===== config.mk =====
export PLATFORM = sky130hd
export DESIGN_NAME = pmw_ctrl
export DESIGN_NICKNAME = d
export VERILOG_FILES = /design/src/core/pmw_pkg.sv /design/src/core/pmw_ctrl.sv
export SDC_FILE = /design/constraint.sdc
export NUM_CORES = 1
export LEC_CHECK = 0
export BUFFER_PORTS_ARGS = -buffer_cell sky130_fd_sc_hd__buf_2
export CAP_MARGIN = 10
export CORE_MARGIN = 2
export CORE_UTILIZATION = 50
export DETAILED_ROUTE_END_ITERATION = 8
export PLACE_DENSITY_LB_ADDON = 0.15
export SLEW_MARGIN = 0
export SYNTH_ARGS = -nofsm -noshare
export SYNTH_HDL_FRONTEND = slang
export SYNTH_SLANG_ARGS = --single-unit
export TNS_END_PERCENT = 5

===== constraint.sdc =====
create_clock -name core_clk_in -period 3.4 [get_ports core_clk_in]
set_input_delay 0.17 -clock core_clk_in [delete_from_list [all_inputs] [get_ports core_clk_in]]
set_output_delay 0.17 -clock core_clk_in [all_outputs]
set_load 0.03 [all_outputs]

===== src/core/pmw_pkg.sv =====
// constants, offsets and types for the power mode and wake-up controller
// Summary of operation
// - write-only four-bit threshold code, upper nibble, resets zero
// - bit 0 read-only reports supply below threshold; bits 3..1 reserved
// - exactly four states: running, power-save, power-down, wake delay
// - power-save gates core clock and program memory; oscillators keep their enables
// - program memory off in power-save and power-down
// - in power-save, timers on core clock or dead oscillator halt
// - pin toggle wakes only when direction and digital-input bits set
// - timer not on core clock wakes power-save at its match
// - comparator wake armed only when control bit 7 and select bit 6 set
// - power-down enters at once and stops every oscillator
// - data memory and registers held unchanged in power-down
// - power-down wakes only on pin toggle; timer, comparator power-save only
// - after wake, CPU resumes at next instruction, no reset
// - wake delay 3000 slow periods normal, 45 fast
package pmw_pkg;

  // ------------------------------------------------------------
  // register map
  // ------------------------------------------------------------
  localparam logic [7:0] PMW_SUPPLY_DETECT_OFS = 8'h2D;
  localparam logic [7:0] PMW_MISC_OFS          = 8'h08;
  localparam logic [7:0] PMW_COMP_CTRL_OFS     = 8'h40;
  localparam logic [7:0] PMW_COMP_SEL_OFS      = 8'h41;
  localparam logic [7:0] PMW_WAKE_PIN_OFS      = 8'h42;
  localparam logic [7:0] PMW_TIMER_SRC_OFS     = 8'h43;
  localparam logic [7:0] PMW_OSC_EN_OFS        = 8'h44;
  localparam logic [7:0] PMW_IRQ_STAT_OFS      = 8'h45;
  localparam logic [7:0] PMW_IRQ_MASK_OFS      = 8'h46;
  localparam logic [7:0] PMW_MODE_OFS          = 8'h47;

  // ------------------------------------------------------------
  // fields and reset values
  // ------------------------------------------------------------
  localparam int         PMW_LEVEL_LSB     = 4;
  localparam int         PMW_FAST_WAKE_BIT = 5;
  localparam int         PMW_COMP_EN_BIT   = 7;
  localparam int         PMW_COMP_WAKE_BIT = 6;
  localparam logic [3:0] PMW_LEVEL_RST     = 4'h0;
  localparam logic [1:0] PMW_OSC_EN_RST    = 2'h3;
  localparam int         PMW_NPINS         = 8;
  localparam int         PMW_NTIMERS       = 3;
  localparam int         PMW_NIRQ          = 4;

  // ------------------------------------------------------------
  // timing: slow oscillator tick divider and wake delays
  // ------------------------------------------------------------
  localparam int PMW_SLOW_PERIOD_NS = 17000;
  localparam int PMW_CLK_PERIOD_NS  = 5;
  localparam int PMW_SLOW_DIV       = PMW_SLOW_PERIOD_NS / PMW_CLK_PERIOD_NS;
  localparam int PMW_WAKE_NORMAL    = 3000;
  localparam int PMW_WAKE_FAST      = 45;

  typedef enum logic [1:0]
  {
    PMW_RUN   = 2'b00,
    PMW_SAVE  = 2'b01,
    PMW_DOWN  = 2'b10,
    PMW_DELAY = 2'b11
  } pmw_state_t;

endpackage


===== src/core/pmw_ctrl.sv =====
// power mode, wake-up and supply detect controller
//
// Decided for this implementation: the strobed register port.
`timescale 1ns/10ps
`default_nettype none
module pmw_ctrl
#(
  parameter int SLOW_DIV = pmw_pkg::PMW_SLOW_DIV
)
(
  // clock and reset
  input  wire logic       core_clk_in,
  input  wire logic       rst_n_in,
  // register port
  input  wire logic [7:0] addr_in,
  input  wire logic [7:0] wdata_in,
  input  wire logic       wr_in,
  input  wire logic       rd_in,
  output logic      [7:0] rdata_out,
  // sleep instructions from cpu
  input  wire logic       save_cmd_in,
  input  wire logic       down_cmd_in,
  // wake sources
  input  wire logic [7:0] pins_in,
  input  wire logic [7:0] port_direction_bit_in,
  input  wire logic [7:0] port_digital_input_enable_in,
  input  wire logic [2:0] timer_match_in,
  input  wire logic       comp_event_in,
  input  wire logic       below_level_in,
  // power controls
  output logic            core_clock_en_out,
  output logic            fast_osc_en_out,
  output logic            slow_osc_en_out,
  output logic            program_memory_on_out,
  output logic [2:0]      timer_run_out,
  output logic            cpu_resume_out,
  output logic [3:0]      supply_level_out,
  output logic            irq_out
);

  // ------------------------------------------------------------
  // reset release and input synchronisers
  // ------------------------------------------------------------
  logic       rst_a_reg;
  logic       rst_reg;
  logic [9:0] sync1_reg;
  logic [9:0] sync2_reg;
  logic [7:0] pin_prev_reg;
  logic [1:0] warm_reg;

  always_ff @(posedge core_clk_in or negedge rst_n_in)
  begin
    if (!rst_n_in)
    begin
      rst_a_reg <= 1'b0;
      rst_reg   <= 1'b0;
    end
    else
    begin
      rst_a_reg <= 1'b1;
      rst_reg   <= rst_a_reg;
    end
  end

  always_ff @(posedge core_clk_in or negedge rst_reg)
  begin
    if (!rst_reg)
    begin
      sync1_reg    <= 10'h000;
      sync2_reg    <= 10'h000;
      pin_prev_reg <= 8'h00;
      warm_reg     <= 2'h0;
    end
    else
    begin
      sync1_reg    <= {below_level_in, comp_event_in, pins_in};
      sync2_reg    <= sync1_reg;
      pin_prev_reg <= sync2_reg[7:0];
      // pins idling high would look like a toggle until the chain fills
      if (warm_reg != 2'h3)
        warm_reg <= warm_reg + 2'h1;
    end
  end

  // ------------------------------------------------------------
  // registers
  // ------------------------------------------------------------
  logic [3:0] level_reg;
  logic       fast_wake_reg;
  logic       comp_en_reg;
  logic       comp_wake_reg;
  logic [2:0] timer_slow_reg;
  logic [1:0] osc_en_reg;
  logic [3:0] irq_stat_reg;
  logic [3:0] irq_mask_reg;
  logic [3:0] irq_set;
  pmw_pkg::pmw_state_t state_reg;

  always_ff @(posedge core_clk_in or negedge rst_reg)
  begin
    if (!rst_reg)
    begin
      level_reg      <= pmw_pkg::PMW_LEVEL_RST;
      fast_wake_reg  <= 1'b0;
      comp_en_reg    <= 1'b0;
      comp_wake_reg  <= 1'b0;
      timer_slow_reg <= 3'h0;
      osc_en_reg     <= pmw_pkg::PMW_OSC_EN_RST;
      irq_mask_reg   <= 4'h0;
    end
    else if (wr_in)
    begin
      case (addr_in)
        pmw_pkg::PMW_SUPPLY_DETECT_OFS:
          level_reg <= wdata_in[7:4];
        pmw_pkg::PMW_MISC_OFS:
          fast_wake_reg <= wdata_in[pmw_pkg::PMW_FAST_WAKE_BIT];
        pmw_pkg::PMW_COMP_CTRL_OFS:
          comp_en_reg <= wdata_in[pmw_pkg::PMW_COMP_EN_BIT];
        pmw_pkg::PMW_COMP_SEL_OFS:
          comp_wake_reg <= wdata_in[pmw_pkg::PMW_COMP_WAKE_BIT];
        pmw_pkg::PMW_TIMER_SRC_OFS:
          timer_slow_reg <= wdata_in[2:0];
        pmw_pkg::PMW_OSC_EN_OFS:
          osc_en_reg <= wdata_in[1:0];
        pmw_pkg::PMW_IRQ_MASK_OFS:
          irq_mask_reg <= wdata_in[3:0];
        default:
          irq_mask_reg <= irq_mask_reg;
      endcase
    end
  end

  // ------------------------------------------------------------
  // wake qualification
  // ------------------------------------------------------------
  logic [7:0] pin_wake;
  logic       any_pin;
  logic       timer_wake;
  logic       comp_wake;
  logic       tick;
  logic [11:0] delay_cnt_reg;
  logic [15:0] div_cnt_reg;

  genvar gi;
  generate
    for (gi = 0; gi < pmw_pkg::PMW_NPINS; gi++)
    begin : g_pin
      assign pin_wake[gi] = (sync2_reg[gi] ^ pin_prev_reg[gi]) &
                            (warm_reg == 2'h3) &
                            port_direction_bit_in[gi] &
                            port_digital_input_enable_in[gi];
    end
  endgenerate

  assign any_pin    = |pin_wake;
  // timer matches come from same-clock timer logic
  assign timer_wake = |(timer_match_in & timer_slow_reg & {3{osc_en_reg[1]}});
  assign comp_wake  = sync2_reg[8] & comp_en_reg & comp_wake_reg;
  assign tick       = (div_cnt_reg == 16'(SLOW_DIV - 1));

  // slow oscillator tick divider; stops when the oscillator is off
  always_ff @(posedge core_clk_in or negedge rst_reg)
  begin
    if (!rst_reg)
      div_cnt_reg <= 16'h0000;
    else if (tick || !slow_osc_en_out)
      div_cnt_reg <= 16'h0000;
    else
      div_cnt_reg <= div_cnt_reg + 16'h0001;
  end

  // ------------------------------------------------------------
  // mode state machine
  // ------------------------------------------------------------
  always_ff @(posedge core_clk_in or negedge rst_reg)
  begin
    if (!rst_reg)
    begin
      state_reg     <= pmw_pkg::PMW_RUN;
      delay_cnt_reg <= 12'h000;
    end
    else
    begin
      case (state_reg)
        pmw_pkg::PMW_RUN:
          if (down_cmd_in)
            state_reg <= pmw_pkg::PMW_DOWN;
          else if (save_cmd_in)
            state_reg <= pmw_pkg::PMW_SAVE;
        pmw_pkg::PMW_SAVE:
          if (any_pin || timer_wake || comp_wake)
          begin
            state_reg     <= pmw_pkg::PMW_DELAY;
            delay_cnt_reg <= 12'h000;
          end
        pmw_pkg::PMW_DOWN:
          if (any_pin)
          begin
            state_reg     <= pmw_pkg::PMW_DELAY;
            delay_cnt_reg <= 12'h000;
          end
        pmw_pkg::PMW_DELAY:
          if (tick)
          begin
            if (delay_cnt_reg == (fast_wake_reg ?
                12'(pmw_pkg::PMW_WAKE_FAST - 1) :
                12'(pmw_pkg::PMW_WAKE_NORMAL - 1)))
              state_reg <= pmw_pkg::PMW_RUN;
            else
              delay_cnt_reg <= delay_cnt_reg + 12'h001;
          end
        default:
          state_reg <= pmw_pkg::PMW_RUN;
      endcase
    end
  end

  // ------------------------------------------------------------
  // power outputs; registers are never touched by sleep
  // ------------------------------------------------------------
  logic prev_delay_reg;

  always_ff @(posedge core_clk_in or negedge rst_reg)
  begin
    if (!rst_reg)
    begin
      core_clock_en_out     <= 1'b1;
      fast_osc_en_out       <= 1'b1;
      slow_osc_en_out       <= 1'b1;
      program_memory_on_out <= 1'b1;
      timer_run_out         <= 3'h7;
      cpu_resume_out        <= 1'b0;
      supply_level_out      <= pmw_pkg::PMW_LEVEL_RST;
      prev_delay_reg        <= 1'b0;
    end
    else
    begin
      prev_delay_reg        <= (state_reg == pmw_pkg::PMW_DELAY);
      core_clock_en_out     <= (state_reg == pmw_pkg::PMW_RUN);
      program_memory_on_out <= (state_reg == pmw_pkg::PMW_RUN);
      // power-down stops oscillators; the slow one restarts for the delay
      fast_osc_en_out <= osc_en_reg[0] &&
                         (state_reg == pmw_pkg::PMW_RUN ||
                          state_reg == pmw_pkg::PMW_SAVE);
      slow_osc_en_out <= (state_reg != pmw_pkg::PMW_DOWN) &&
                         (osc_en_reg[1] ||
                          state_reg == pmw_pkg::PMW_DELAY);
      timer_run_out   <= (state_reg == pmw_pkg::PMW_RUN) ? 3'h7 :
                         (state_reg == pmw_pkg::PMW_SAVE) ?
                         (timer_slow_reg & {3{osc_en_reg[1]}}) :
                         3'h0;
      cpu_resume_out  <= prev_delay_reg &&
                         (state_reg == pmw_pkg::PMW_RUN);
      supply_level_out <= level_reg;
    end
  end

  // ------------------------------------------------------------
  // interrupt status: set wins over write-one-to-clear
  // ------------------------------------------------------------
  assign irq_set = {comp_wake, timer_wake, any_pin, sync2_reg[9]};

  always_ff @(posedge core_clk_in or negedge rst_reg)
  begin
    if (!rst_reg)
    begin
      irq_stat_reg <= 4'h0;
      irq_out      <= 1'b0;
    end
    else
    begin
      irq_stat_reg <= irq_set | (irq_stat_reg &
                      ~((wr_in && addr_in == pmw_pkg::PMW_IRQ_STAT_OFS) ?
                        wdata_in[3:0] : 4'h0));
      irq_out      <= |(irq_stat_reg & irq_mask_reg);
    end
  end

  // ------------------------------------------------------------
  // read port; write-only fields read as zero
  // ------------------------------------------------------------
  always_ff @(posedge core_clk_in or negedge rst_reg)
  begin
    if (!rst_reg)
      rdata_out <= 8'h00;
    else if (rd_in)
    begin
      case (addr_in)
        pmw_pkg::PMW_SUPPLY_DETECT_OFS:
          rdata_out <= {7'h00, sync2_reg[9]};
        pmw_pkg::PMW_TIMER_SRC_OFS:
          rdata_out <= {5'h00, timer_slow_reg};
        pmw_pkg::PMW_OSC_EN_OFS:
          rdata_out <= {6'h00, osc_en_reg};
        pmw_pkg::PMW_IRQ_STAT_OFS:
          rdata_out <= {4'h0, irq_stat_reg};
        pmw_pkg::PMW_IRQ_MASK_OFS:
          rdata_out <= {4'h0, irq_mask_reg};
        pmw_pkg::PMW_MODE_OFS:
          rdata_out <= {6'h00, state_reg};
        default:
          rdata_out <= 8'h00;
      endcase
    end
    else
      rdata_out <= 8'h00;
  end

endmodule // pmw_ctrl
`default_nettype wire


### Yosys cells after proc, flatten, opt, wreduce, memory -nomap -nowiden

Index checks and enable logic that the tools add are counted.
Widths: inputs -> output; s select.

* logic and storage cells: 136
* register bits after elaboration: 103
* output and inout bits: 21
* input bits: 51

* bitwise logic cells: 41
* add/sub/neg operators: 3
* muxes and demuxes: 19
* equality and inequality tests: 23
* reduce and logical (&&, ||, !) cells: 24

Operators with widths (number)
* $mux 12: 5
* $eq 8x7->1 const B: 7
* $pmux 12 s3: 1
* $and 1x1->1: 26
* $pmux 4 s6: 1
* $add 16x1->16 const B: 1
* $eq 16x12->1 const B: 1
* $mux 16: 1
* $ne 2x2->1 const B: 7
* $reduce_and 2->1: 7
* $add 12x1->12 const B: 1
* $eq 12x12->1: 1
* $mux 2: 6
* $reduce_and 5->1: 2
* $and 3x3->3: 3
* $and 4x4->4: 2
* $eq 8x4->1 const B: 1
* $eq 8x6->1 const B: 1
* $mux 4: 2
* $pmux 2 s4: 1
* $reduce_or 8->1: 1
* $xor 1x1->1: 8
* $eq 2x2->1 const B: 3
* $mux 3: 2
* 12 further kinds: 19

### Depth between registers and ports, before layout

* depth in word-level cells: 9
* gate-level depth with buffers: 8
* gate-level depth less buffers: 7

### Worst setup path before layout

OpenSTA, ideal clock, no wires.

* path kind: register to register
* start: register div_cnt_reg[0]
* end: register delay_cnt_reg[9]
* arrival time: 1.937 ns
* path slack: 1.330 ns
* required time: 3.266 ns
* buffers on the path: 0
* stages on the path, launching flop included: 8
* period minus slack after synthesis: 2.070 ns
* library setup time: 0.134 ns
* path through: dfrtp_1 > ha_1 > nor4b_4 > nand4_4 > or3_1 > or3_1 > a22oi_1 > o31ai_1

* word-level cells in the longest chain between the ends: 3

RTL lines
* start: declaration: RTL line pmw_ctrl.sv:143 `logic [15:0] div_cnt_reg;`
* start signal: assignment: RTL line pmw_ctrl.sv:170 `div_cnt_reg <= div_cnt_reg + 16'h0001;`
* $eq 16x12->1: RTL line pmw_ctrl.sv:160 `assign tick = (div_cnt_reg == 16'(SLOW_DIV - 1));`
* $ne 2x2->1 (no source line)
* $reduce_and 5->1 (no source line)
* end signal: assignment: RTL line pmw_ctrl.sv:211 `delay_cnt_reg <= delay_cnt_reg + 12'h001;`
* end: declaration: RTL line pmw_ctrl.sv:142 `logic [11:0] delay_cnt_reg;`

No other way between the ends.
A chain may end at the register's enable or synchronous reset.

### Worst setup path in the final report

Same ends and word-level chain as after synthesis.

==> flow_metrics.env <==
export IMPL_path_max_fanout=9
export IMPL_p_leak_uw=0.00235
export IMPL_num_rows=33
export IMPL_final_antenna_net_count=0
export IMPL_wl_per_cell_um=15.0
export IMPL_p_per_area_nw_per_um2=419
export IMPL_layout_setup_ws_ps=1130
export IMPL_via_per_inst=5.32
export IMPL_fin_crit_sh=0.669
export IMPL_synth_area_per_cell_um2=11.6
export IMPL_vdd_ir_drop_max_uv=265
export IMPL_grt_first_pass_wirelength_mm=14.8
export IMPL_syn_to_final_growth_pct=17.4
export IMPL_cp_end_kind="flip-flop"
export IMPL_synth_warnings=0
export IMPL_register_area_um2=2490
export IMPL_synth_xor_area_frac=0.0424
export IMPL_cts_max_level=3
export IMPL_clockBufferDepth=2
export IMPL_drc=0
export IMPL_reg2reg_from="div_cnt_reg[0]$_DFF_PN0_"
export IMPL_synth_seq_cells=99
export IMPL_yosysUniqueCellTypes=57
export IMPL_first_global_vias=3044
export IMPL_synth_compound_area_frac=0.0979
export IMPL_slowest_stage="or3_1"
export IMPL_synthArstFlopShare=1.00
export IMPL_synth_top_family_by_area="simple AND/OR/NAND/NOR gates"
export IMPL_synth_edf_count=0
export IMPL_io_pins=72
export IMPL_cp_cell_sequence="ha_1 > nor4b_4 > nand4_4 > or3_1 > or3_1 > a22oi_1 > o31ai_1"
export IMPL_cts_root_buf="clkbuf_8"
export IMPL_setup_tns_ps=0
export IMPL_dieArea_um2=9430
export IMPL_nets=517
export IMPL_worst_slew_pin_slew_ps=639
export IMPL_clkSlewWorstSetupHoldPaths_ps=100
export IMPL_fin_skew_ps=16.5
export IMPL_slew_viol_final=0
export IMPL_synth_cell_area_um2=4330
export IMPL_core_area_um2=8300
export IMPL_synth_top_cell_by_area="dfrtp_1"
export IMPL_worstSkewPairLatency_ps=390
export IMPL_gp_congestion=0.893
export IMPL_die_h_um=97.1
export IMPL_largest_register_ffs=16
export IMPL_cp_data_arrival_time_ps=2520
export IMPL_fill_cells=685
export IMPL_initial_core_util=0.522
export IMPL_clock_fmax_ghz=0.440
export IMPL_die_w_um=97.1
export IMPL_routed_wl_mm=8.54
export IMPL_seq_area_frac_synth=0.574
export IMPL_synthSimpleGateAreaFrac=0.186
export IMPL_synthCells=375
export IMPL_cts_tree="done"
export IMPL_yosys_area_top_type_share=0.525
export IMPL_first_pass_iters=5
export IMPL_post_synth_most_frequent_cells="91 x dfrtp_1, 38 x nand2_1, 29 x nor2_1, 20 x o21ai_0, 18 x nand3_1"
export IMPL_whs_ps=22.0
export IMPL_holdCritStartpoint="wdata_in[4]"
export IMPL_dp_slack_ps=1140
export IMPL_grt_start_max_net_pins=53
export IMPL_setup_viol=0
export IMPL_slew_headroom=0.574
export IMPL_cts_resized=0
export IMPL_crit_path_frequent_cell="or3_1"
export IMPL_fin_util=0.613
export IMPL_overflow=0
export IMPL_gr_usage_all_layers=0.196
export IMPL_multi_input_area_um2=1760
export IMPL_layoutNonFillerInstCount=569
export IMPL_cp_startpoint="div_cnt_reg[0]$_DFF_PN0_"
export IMPL_synthAdderAreaFrac=0.0202
export IMPL_place_inst=542
export IMPL_cts_buffers=9
export IMPL_rsz0062_at_grt="false"
export IMPL_max_cap_viol_count=0
export IMPL_ys_flop_type="dfrtp_1"
export IMPL_drive_gt1_frac=0.284
export IMPL_synthMuxAreaShare=0.0557
export IMPL_port_buffers=67
export IMPL_required_ps=3640
export IMPL_status="finished, final reports clean"
export IMPL_antenna_found_initial=0
export IMPL_dp_hpwl_mm=6.15
export IMPL_max_stage_delay_ps=460
export IMPL_finalHoldViolations=0
export IMPL_cts_sinks=99
export IMPL_yosys_top_cells_area="dfrtp_1 53%, dfstp_2 4.8%, mux2_2 4.4%, nand2_1 3.3%, xnor2_1 3.0%"
export IMPL_antennaDiodeCount=0
export IMPL_routed_via_count=3027
export IMPL_drt_iter0_drc=116
export IMPL_yosysMostFrequentCell="dfrtp_1"
export IMPL_hold_path_class="input pin to flip-flop"
export IMPL_worstSetupPathType="flip-flop to flip-flop"
export IMPL_period_needed_ps=2270
export IMPL_start_kind="flip-flop"
placed cells by master, fill, tap and decap left out, drive strengths merged, types with 3 or more instances in the layout:
cell	count
nand2	38
a22oi	4
dlygate4sd3	11
a21oi	8
dfrtp	91
dfstp	8
and4	3
a22o	3
nor4	3
a31o	4
clkinv	3
inv	11
mux2i	5
nand2b	3
o21ai	20
a21o	3
conb	5
nor2b	4
buf	70
xor2	6
nand4	5
nor3	3
or3	7
nor2	29
nor4b	3
mux2	17
o22ai	4
o31ai	5
clkbuf	9
nand3	18
ha	7
and3	12
and2	4
xnor2	15
worst paths after layout:
check | endpoint | slack (ps) | depth (start not counted)
setup / recovery | delay_cnt_reg[9]$_DFFE_PN0P_ | 1130 | 7
hold / removal | level_reg[0]$_DFFE_PN0P_ | 20 | 2
setup reg to reg | delay_cnt_reg[9]$_DFFE_PN0P_ | 1130 | 7
hold reg to reg | sync2_reg[5]$_DFF_PN0_ | 360 | 0
max in group asynchronous | fast_osc_en_out$_DFF_PN1_ | 2170 | 1
min in group asynchronous | rst_reg$_DFF_PN0_ | 80 | 2
critical path, delay by kind of cell (launching register included):
kind	cells	cell delay, ps
compound gates	2	250
flops	1	400
fa+ha+maj	1	220
simple gates	4	1250
logic make-up after synthesis:
kind of cell,after synthesis
adders and majority gates,7
xor gates and xnor gates,21
DFF,99
buffers and inverters,19
and+or+nand+nor,142
other,2
muxes,22
AOI/OAI and AO/OA,63
final cells by class:
class / count / area share
flip-flops and latches: 99 / 0.490
multi-input cells: 260 / 0.347
repair buffers: 81 / 0.0920
well taps: 105 / 0.0258
clock buffers: 9 / 0.0243
clock inverters: 7 / 0.0157
inverters: 8 / 0.00590
repair_timing:
item | CTS | global route
hold buffers | 11 | 0
buffers inserted | 0 | 0
hold endpoints to repair | 12 | 0
power breakdown:
part / internal (uW) / total [uW] / switching, uW
logic: 62.9 / 132 / 69.5
clock network: 292 / 754 / 462
registers: 1210 / 1250 / 30.9
total: 1570 / 2130 / 562
metrics by stage:
| stage | cell area [um^2] | power, uW |
|---|---|---|
| detailed placement | 4770 | 1390 |
| finish | 5090 | 2130 |
| CTS | 5090 | 2150 |
| global placement | 4770 | 1390 |
| global route | 5090 | 2220 |
| floorplan | 4350 | 1330 |
per-layer routing:
metal,up-vias,track usage,wire length [um]
met4,0,0.0607,124
met2,53,0.313,4200
met1,1464,0.266,3900
met3,9,0.0482,313
met5,-,0,0
li1,1501,-,-
Power figures use the tool's default switching activity.
